File: src/hdl/lpmc_map.svh
// Register map and field positions of the power-mode controller.
// Assumes inclusion by bare name from the design modules and the bench.
`ifndef LPMC_MAP_SVH
`define LPMC_MAP_SVH
`define LPMC_PWR_CTRL_OFF   12'hf80
`define LPMC_MODE_STAT_OFF  12'hf84
`define LPMC_PWR_CTRL_RST   8'h80
`define LPMC_BIT_RSV7       7
`define LPMC_BIT_BO_DIS     4
`define LPMC_BIT_ADC_DIS    2
`define LPMC_BIT_CMP_DIS    1
`define LPMC_ADDR_W         12
`endif

File: src/hdl/lpmc_pkg.sv
// Types shared by the power-mode controller files.
// Needs no include file; lpmc_map.svh is not used here.
package lpmc_pkg;
    typedef enum logic [1:0] {
        LPMC_ACTIVE,
        LPMC_HALT,
        LPMC_STOP
    } lpmc_mode_t;
endpackage

File: src/hdl/lpmc_apb_regs.sv
// APB slave holding the peripheral power control register and a mode status word.
// Assumes a synchronous APB master on core_clk; por_n is the power-on reset only.
`timescale 1ns/10ps
`include "lpmc_map.svh"

module lpmc_apb_regs (
    input  wire logic                     core_clk,
    input  wire logic                     por_n,
    input  wire logic                     psel,
    input  wire logic                     penable,
    input  wire logic                     pwrite,
    input  wire logic [`LPMC_ADDR_W-1:0]  paddr,
    input  wire logic [31:0]              pwdata,
    input  wire logic [1:0]               mode_code,
    output logic      [31:0]              prdata,
    output logic                          pready,
    output logic                          pslverr,
    output logic      [7:0]               pwr_ctrl
);
    typedef struct packed {
        logic [7:0]  ctrl;
        logic [31:0] rdata;
        logic        err;
    } lpmc_regs_state_t;

    lpmc_regs_state_t state_q;
    lpmc_regs_state_t state_d;

    function automatic logic [1:0] decode(input logic [`LPMC_ADDR_W-1:0] a);
        decode = (a == `LPMC_PWR_CTRL_OFF) ? 2'h1 :
                 (a == `LPMC_MODE_STAT_OFF) ? 2'h2 : 2'h0;
    endfunction

    // Zero wait states: the access phase always completes.
    assign pready   = 1'b1;
    assign prdata   = state_q.rdata;
    assign pslverr  = state_q.err;
    assign pwr_ctrl = state_q.ctrl;

    always_comb begin
        state_d = state_q;
        if (psel && !penable) begin
            state_d.err   = (decode(paddr) == 2'h0);
            state_d.rdata = 32'h0000_0000;
            if (decode(paddr) == 2'h1) begin
                state_d.rdata = {24'h00_0000, state_q.ctrl};
            end else if (decode(paddr) == 2'h2) begin
                state_d.rdata = {30'h0000_0000, mode_code};
            end
        end
        if (psel && penable && pwrite && decode(paddr) == 2'h1) begin
            state_d.ctrl = pwdata[7:0];
        end
    end

    // Only a power-on reset reinitialises the control register. [RL13]
    always_ff @(posedge core_clk) begin
        if (!por_n) begin
            state_q <= '{ctrl: `LPMC_PWR_CTRL_RST, rdata: 32'h0000_0000, err: 1'b0}; // [RL13]
        end else begin
            state_q <= state_d;
        end
    end
endmodule

File: src/hdl/lpmc_top.sv
// Power-mode controller: active, halt and stop modes plus peripheral gating.
// Assumes the core pulses stop_instr_done or halt_instr_done when the instruction retires.
//
// Chosen here: the APB interface to the registers.
`timescale 1ns/10ps
`include "lpmc_map.svh"

////////////////////////////////////////////////////////////////////////////////
// Functional notes
// RL1 - Stop instruction enters stop; all peripherals off but brown-out and watchdog
// RL2 - Stop halts crystal and precision oscillators and frees crystal pins to GPIO
// RL3 - Stop freezes system clock, core and program counter
// RL4 - Stop keeps watchdog oscillator and watchdog running when enabled
// RL5 - Brown-out runs in stop only if its stop option bit is set
// RL6 - Stop idles every other peripheral
// RL7 - Stop is left only by stop mode recovery
// RL8 - Halt instruction stops core and counter; oscillator and clock keep running
// RL9 - Halt keeps watchdog and all other peripherals running
// RL10 - Halt exits on interrupt, watchdog time-out, power-on, brown-out or reset pin
// RL11 - Active mode when neither stop nor halt; peripherals may be disabled
// RL12 - Each disable bit gates its peripheral clock or power
// RL13 - Power control register is reset only by power-on reset
// RL14 - Software writes bit 7 one, bits 6:5, 3 and 0 zero
// RL15 - Bit 4 disables brown-out; both it and always-on option must enable
// RL16 - Bit 2 disables the ADC
// RL17 - Bit 1 disables the comparator
// RL18 - Mode entry only after the stop or halt instruction completes
module lpmc_top (
    input  wire logic                     core_clk,
    input  wire logic                     reset_n,
    input  wire logic                     por_n,
    input  wire logic                     psel,
    input  wire logic                     penable,
    input  wire logic                     pwrite,
    input  wire logic [`LPMC_ADDR_W-1:0]  paddr,
    input  wire logic [31:0]              pwdata,
    output logic      [31:0]              prdata,
    output logic                          pready,
    output logic                          pslverr,
    input  wire logic                     stop_instr_done,
    input  wire logic                     halt_instr_done,
    input  wire logic                     stop_recovery,
    input  wire logic                     irq_pending,
    input  wire logic                     wdt_timeout,
    input  wire logic                     brownout_reset,
    input  wire logic                     ext_reset_pin,
    input  wire logic                     wdt_osc_enable,
    input  wire logic                     wdt_enable,
    input  wire logic                     brownout_always_on_option,
    input  wire logic                     brownout_stop_option,
    input  wire logic                     crystal_enable,
    output logic      [1:0]               mode_code,
    output logic                          main_osc_run,
    output logic                          sys_clk_run,
    output logic                          core_run,
    output logic                          program_counter_hold,
    output logic                          crystal_pins_release,
    output logic                          wdt_osc_run,
    output logic                          wdt_run,
    output logic                          brownout_run,
    output logic                          adc_clk_en,
    output logic                          cmp_clk_en,
    output logic                          periph_clk_en
);
    typedef struct packed {
        lpmc_pkg::lpmc_mode_t mode;
        logic                 main_osc;
        logic                 sys_clk;
        logic                 core;
        logic                 pc_hold;
        logic                 xtal_rel;
        logic                 wdt_osc;
        logic                 wdt;
        logic                 bo;
        logic                 adc;
        logic                 cmp;
        logic                 periph;
    } lpmc_state_t;

    lpmc_state_t state_q;
    lpmc_state_t state_d;
    logic [7:0]  pwr_ctrl;
    lpmc_pkg::lpmc_mode_t nmode;

    lpmc_apb_regs u_regs (
        .core_clk  (core_clk),
        .por_n     (por_n),
        .psel      (psel),
        .penable   (penable),
        .pwrite    (pwrite),
        .paddr     (paddr),
        .pwdata    (pwdata),
        .mode_code (state_q.mode),
        .prdata    (prdata),
        .pready    (pready),
        .pslverr   (pslverr),
        .pwr_ctrl  (pwr_ctrl)
    );

    ////////////////////////////////////////////////////////////////////////////
    // Mode sequencing and enables
    always_comb begin
        nmode = state_q.mode;
        unique case (state_q.mode)
            lpmc_pkg::LPMC_ACTIVE: begin
                // Retire pulse marks a finished instruction, so nothing is cut short [RL18]
                if (stop_instr_done) begin
                    nmode = lpmc_pkg::LPMC_STOP; // [RL1]
                end else if (halt_instr_done) begin
                    nmode = lpmc_pkg::LPMC_HALT; // [RL8]
                end
            end
            lpmc_pkg::LPMC_HALT: begin
                if (irq_pending || wdt_timeout || brownout_reset || ext_reset_pin) begin
                    nmode = lpmc_pkg::LPMC_ACTIVE; // [RL10]
                end
            end
            lpmc_pkg::LPMC_STOP: begin
                if (stop_recovery) begin
                    nmode = lpmc_pkg::LPMC_ACTIVE; // [RL7]
                end
            end
            default: nmode = lpmc_pkg::LPMC_ACTIVE;
        endcase
        state_d.mode     = nmode;
        // Stop freezes oscillators, clock and core; halt only the core [RL2] [RL3] [RL8]
        state_d.main_osc = (nmode != lpmc_pkg::LPMC_STOP);
        state_d.sys_clk  = (nmode != lpmc_pkg::LPMC_STOP);
        state_d.core     = (nmode == lpmc_pkg::LPMC_ACTIVE); // [RL11]
        state_d.pc_hold  = (nmode != lpmc_pkg::LPMC_ACTIVE); // [RL3]
        state_d.xtal_rel = (nmode == lpmc_pkg::LPMC_STOP) || !crystal_enable; // [RL2]
        // Watchdog survives both low-power modes [RL4] [RL9]
        state_d.wdt_osc  = wdt_osc_enable || (nmode == lpmc_pkg::LPMC_HALT);
        state_d.wdt      = wdt_enable;
        // Brown-out needs register and option; stop also needs its own option [RL5] [RL15]
        state_d.bo       = !pwr_ctrl[`LPMC_BIT_BO_DIS] && brownout_always_on_option
                           && ((nmode != lpmc_pkg::LPMC_STOP) || brownout_stop_option);
        // ADC and comparator clock gates from disable bits, all idle in stop [RL6] [RL12]
        state_d.adc      = !pwr_ctrl[`LPMC_BIT_ADC_DIS] && (nmode != lpmc_pkg::LPMC_STOP); // [RL16]
        state_d.cmp      = !pwr_ctrl[`LPMC_BIT_CMP_DIS] && (nmode != lpmc_pkg::LPMC_STOP); // [RL17]
        state_d.periph   = (nmode != lpmc_pkg::LPMC_STOP); // [RL9]
    end

    // Any system reset returns to active; the control register keeps its value on reset_n, but por_n reloads it
    always_ff @(posedge core_clk) begin
        if (!reset_n || !por_n) begin
            state_q <= '{mode: lpmc_pkg::LPMC_ACTIVE, main_osc: 1'b1, sys_clk: 1'b1,
                         core: 1'b1, pc_hold: 1'b0, xtal_rel: 1'b1, wdt_osc: 1'b0,
                         wdt: 1'b0, bo: 1'b0, adc: 1'b0, cmp: 1'b0, periph: 1'b1};
        end else begin
            state_q <= state_d;
        end
    end

    assign mode_code            = state_q.mode;
    assign main_osc_run         = state_q.main_osc;
    assign sys_clk_run          = state_q.sys_clk;
    assign core_run             = state_q.core;
    assign program_counter_hold = state_q.pc_hold;
    assign crystal_pins_release = state_q.xtal_rel;
    assign wdt_osc_run          = state_q.wdt_osc;
    assign wdt_run              = state_q.wdt;
    assign brownout_run         = state_q.bo;
    assign adc_clk_en           = state_q.adc;
    assign cmp_clk_en           = state_q.cmp;
    assign periph_clk_en        = state_q.periph;

    ////////////////////////////////////////////////////////////////////////////
    // Assertions
    stop_entry_a: assert property (@(posedge core_clk) disable iff (!reset_n || !por_n) // [RL1]
        state_q.mode == lpmc_pkg::LPMC_ACTIVE && stop_instr_done
        |=> state_q.mode == lpmc_pkg::LPMC_STOP)
        else $error("Stop not entered");
    stop_clocks_a: assert property (@(posedge core_clk) disable iff (!reset_n || !por_n) // [RL3]
        state_q.mode == lpmc_pkg::LPMC_STOP |-> !sys_clk_run && !main_osc_run
        && !core_run && program_counter_hold)
        else $error("Clocks run in stop");
    stop_xtal_a: assert property (@(posedge core_clk) disable iff (!reset_n || !por_n) // [RL2]
        state_q.mode == lpmc_pkg::LPMC_STOP |-> crystal_pins_release)
        else $error("Crystal pins held in stop");
    stop_exit_a: assert property (@(posedge core_clk) disable iff (!reset_n || !por_n) // [RL7]
        state_q.mode == lpmc_pkg::LPMC_STOP && !stop_recovery
        |=> state_q.mode == lpmc_pkg::LPMC_STOP)
        else $error("Stop left without recovery");
    stop_idle_a: assert property (@(posedge core_clk) disable iff (!reset_n || !por_n) // [RL6]
        state_q.mode == lpmc_pkg::LPMC_STOP |-> !adc_clk_en && !cmp_clk_en && !periph_clk_en)
        else $error("Peripheral active in stop");
    halt_entry_a: assert property (@(posedge core_clk) disable iff (!reset_n || !por_n) // [RL8]
        state_q.mode == lpmc_pkg::LPMC_ACTIVE && halt_instr_done && !stop_instr_done
        |=> state_q.mode == lpmc_pkg::LPMC_HALT && sys_clk_run && !core_run)
        else $error("Halt not entered");
    halt_exit_a: assert property (@(posedge core_clk) disable iff (!reset_n || !por_n) // [RL10]
        state_q.mode == lpmc_pkg::LPMC_HALT && irq_pending
        |=> state_q.mode == lpmc_pkg::LPMC_ACTIVE ##0 core_run)
        else $error("Halt not left on wake");
    adc_gate_a: assert property (@(posedge core_clk) disable iff (!reset_n || !por_n) // [RL16]
        $past(pwr_ctrl[`LPMC_BIT_ADC_DIS]) |-> !adc_clk_en)
        else $error("ADC clock runs while disabled");
    bo_gate_a: assert property (@(posedge core_clk) disable iff (!reset_n || !por_n) // [RL15]
        brownout_run |-> !$past(pwr_ctrl[`LPMC_BIT_BO_DIS]) && $past(brownout_always_on_option))
        else $error("Brown-out on while disabled");
endmodule

File: config.mk
export PLATFORM = sky130hd
export DESIGN_NAME = lpmc_top
export DESIGN_NICKNAME = d
export VERILOG_FILES = /design/src/hdl/lpmc_pkg.sv /design/src/hdl/lpmc_apb_regs.sv /design/src/hdl/lpmc_top.sv
export VERILOG_INCLUDE_DIRS = /design/src /design/src/hdl
export SDC_FILE = /design/constraint.sdc
export NUM_CORES = 1
export LEC_CHECK = 0
export ABC_AREA = 1
export BUFFER_PORTS_ARGS = -buffer_cell sky130_fd_sc_hd__buf_2
export CAP_MARGIN = 30
export CORE_MARGIN = 5
export CORE_UTILIZATION = 44
export DETAILED_ROUTE_END_ITERATION = 10
export PLACE_DENSITY = 0.88
export SLEW_MARGIN = 20
export SYNTH_ARGS = -nofsm -noshare
export SYNTH_HDL_FRONTEND = slang
export SYNTH_HIERARCHICAL = 1
export SYNTH_SLANG_ARGS = --single-unit
File: constraint.sdc
create_clock -name core_clk -period 2.56 [get_ports core_clk]
set_clock_uncertainty 0.2 [all_clocks]
set_input_delay 0.256 -clock core_clk [delete_from_list [all_inputs] [get_ports core_clk]]
set_output_delay 0.256 -clock core_clk [all_outputs]
set_load 0.05 [all_outputs]
==> key figures <==
Global route
  • Grt ovf: 0
  • Largest net degree at the start of global routing: 18
  • First-pass GRT wire length: 4640 microns
  • GRT Total Usage: 13.0%
  • Vias in the first global route: 1161
  • Initial antenna violation count: 0

Layout
  • Fraction of layout cells with a size suffix above 1: 36.2%
  • Util after Layout: 53.4%
  • Most common cell after layout, fill and taps aside: buf_2
  • Layout area overhead: 18.0%
  • Most frequent cells in the layout: buf_2, nand2_1, dfxtp_1, nor2_1, conb_1
  • ANT cells: 0
  • Final #Nets: 321

Critical path
  • Top delay family on crit path: flip-flops
  • R2R depth: 5
  • Critical path class: reg2out
  • Buffers and inverters on the worst path: 1
  • Crit path from: mode_code[1]
  • Crit. End Element: primary output
  • Type of origin of the critical path: flip-flop
  • WP depth: 1
  • R2R Path Start: mode_code[1]
  • Max incr delay on CP: 0.45 ns
  • Critical path fanouts, max: 5
  • CP required: 2.10 ns
  • Critical-path cell list: buf_2
  • Slowest stage cell on the critical path: dfxtp_1
  • CP arrival: 1.06 ns

Clock network
  • Post-CTS setup buffer count: 0
  • CTS Buf Count: 3
  • Maximum clock insertion buffer count: 2
  • H-tree depth: 1
  • CTS tree: built
  • Sink Count: 28
  • Clk Latency, worst-skew pair: 0.31 ns
  • Reg clk slew, reported paths: 0.13 ns
  • Clock Root Buffer: clkbuf_4

Worst hold path
  • Hold path depth: 3
  • Critical hold path startpoint: penable
  • Min-delay worst type: in2reg

Floorplan
  • Site row count: 21
  • Die area: 4700 sq um
  • Core area: 3340 sq um
  • I/O pin cnt: 109
  • Die Y: 68.6 microns
  • Starting Density: 45.3%
  • Die Width: 68.6 microns

Detailed routing
  • DRC Markers: 0
  • Final wirelength: 3190 microns
  • Vias: 1311
  • 1st-iter DRT viols: 50
  • DR pass1 iterations: 4
  • Routed WL per cell: 10.5 microns
  • Via density: 4.33
  • Post-route ant nets: 0

STA
  • Final setup vio count: 0
  • Worst hold margin: 0.0434 ns
  • Fin crit share: 59.2%
  • Actual slew at the worst max-slew pin: 0.708 ns
  • Max-slew headroom: 52.7%
  • Final Slew Violations: 0
  • Hold Vio Cnt, Final: 0
  • Highest Clock Rate: 0.659 GHz
  • Minimum clock period: 1.52 ns
  • Setup tns final: 0 ns
  • RSZ-0062 raised after global routing: no

Synthesis
  • Synth Instances: 198
  • Post-synthesis sequential area ratio: 37.1%
  • Netlist Area Pre-Place: 1510 sq um
  • Avg Cell Area, Syn: 7.63 sq um
  • Syn. warnings: 6
  • Library cells used by synthesis: 24
  • Post-synthesis register bit count: 28

Status
  • Status: finished clean

Pwr
  • Sw frac: 36.5%
  • Psw: 325 uW
  • PD cells: 499 nW/um^2
  • Internal power: 565 uW
  • Gate power share: 29.6%
  • Clock power frac: 18.7%
  • IR Drop Worst-Case VDD: 0.218 mV
  • Flop pwr share: 51.7%
  • Leakage: 0.929 nW

Placed design
  • PortBufs: 59
  • GPL Wtd Cong: 0.785
  • DP Wirelength: 2510 microns

Run
  • Max cap viols: 0
==> worst paths after layout <==
path / to / slack [ns]
worst min register to register: cmp_clk_en / 0.27
worst max-delay path: mode_code[1] / 1.04
worst max register to register: brownout_run / 1.41
worst min-delay path: u_regs/pslverr / 0.04
==> metal layers <==
layer	vias up	GRT usage, %	part of all wire (%)
met3	2	3.57	11
met5	-	0	0
li1	682	-	-
met1	566	13.3	39
met4	0	3.72	0.56
met2	61	25.3	49
==> sequential cells by signal, indices dropped and copies added (netlist names) <==
| register | cells |
|---|---|
| cmp_clk_en | 1 |
| core_run | 1 |
| periph_clk_en | 1 |
| program_counter_hold | 1 |
| mode_code | 2 |
| crystal_pins_release | 1 |
| brownout_run | 1 |
| adc_clk_en | 1 |
| u_regs/pwr_ctrl | 8 |
| wdt_run | 1 |
| wdt_osc_run | 1 |
| u_regs/pslverr | 1 |
| u_regs/prdata | 8 |
==> stage by stage <==
stage          instances  setup slack [ns]  cell area, sq um  power [mW]
2_1_floorplan        221              1.12              1600       0.704
3_5_place_dp         295             0.860              1710       0.727
6_report             303              1.04              1780       0.890
5_1_grt              303             0.972              1780       0.933
4_1_cts              303              1.02              1780       0.901
3_3_place_gp         295             0.887              1710       0.724
==> power by group through the flow <==
stage          Combinational, mW  Sequential, mW  Clock, mW
2_1_floorplan              0.175           0.529          0
3_3_place_gp               0.255           0.469          0
3_5_place_dp               0.257           0.470          0
4_1_cts                    0.263           0.460      0.177
5_1_grt                    0.281           0.462      0.190
6_report                   0.264           0.460      0.166
==> layout make-up <==
type | instances | area (sq um)
Fill cell | 351 | 1560
Multi-Input combinational cell | 134 | 687
Sequential cell | 28 | 561
Timing Repair Buffer | 65 | 353
Inverter | 27 | 101
Tap cell | 46 | 57.6
Clock buffer | 3 | 22.5
==> repair_timing <==
item / CTS / global route
resized for setup: 0 / 0
hold buffers: 5 / 0
hold endpoints to repair: 5 / 0
==> cell usage after synthesis <==
cell type   n  area share, %
dfxtp_1    28             37
nand2_1    32            8.0
a21oi_2     6            3.5
nand3_4     1            1.2
buf_8       1           0.99
o21ai_0     7            2.3
nand2_2     1           0.41
clkbuf_1    1           0.25
nor2_4      4            3.0
nor3b_1     1           0.50
buf_4      29             14
nor2_1     27            6.7
o21ai_1     1           0.33
inv_2       7            1.7
a21oi_1     1           0.33
nand2_4     1           0.75
nor3_1      1           0.33
inv_1      20            5.0
conb_1      2           0.50
nand3_1     9            3.0
nand3_2     8            5.3
nand4_1     7            2.9
nor2_2      2           0.83
buf_6       1           0.75
==> kinds of logic (layout without fill, tap and decap cells) <==
logic type | Yosys count | in the layout | synth area share [%]
flip-flops | 28 | 28 | 37.1
AO/OA/AOI/OAI | 15 | 15 | 6.46
AND/OR/NAND/NOR | 94 | 94 | 32.8
buffers and inverters | 59 | 95 | 23.1
other | 2 | 25 | 0.497
(Power assumes the default switching activity.)
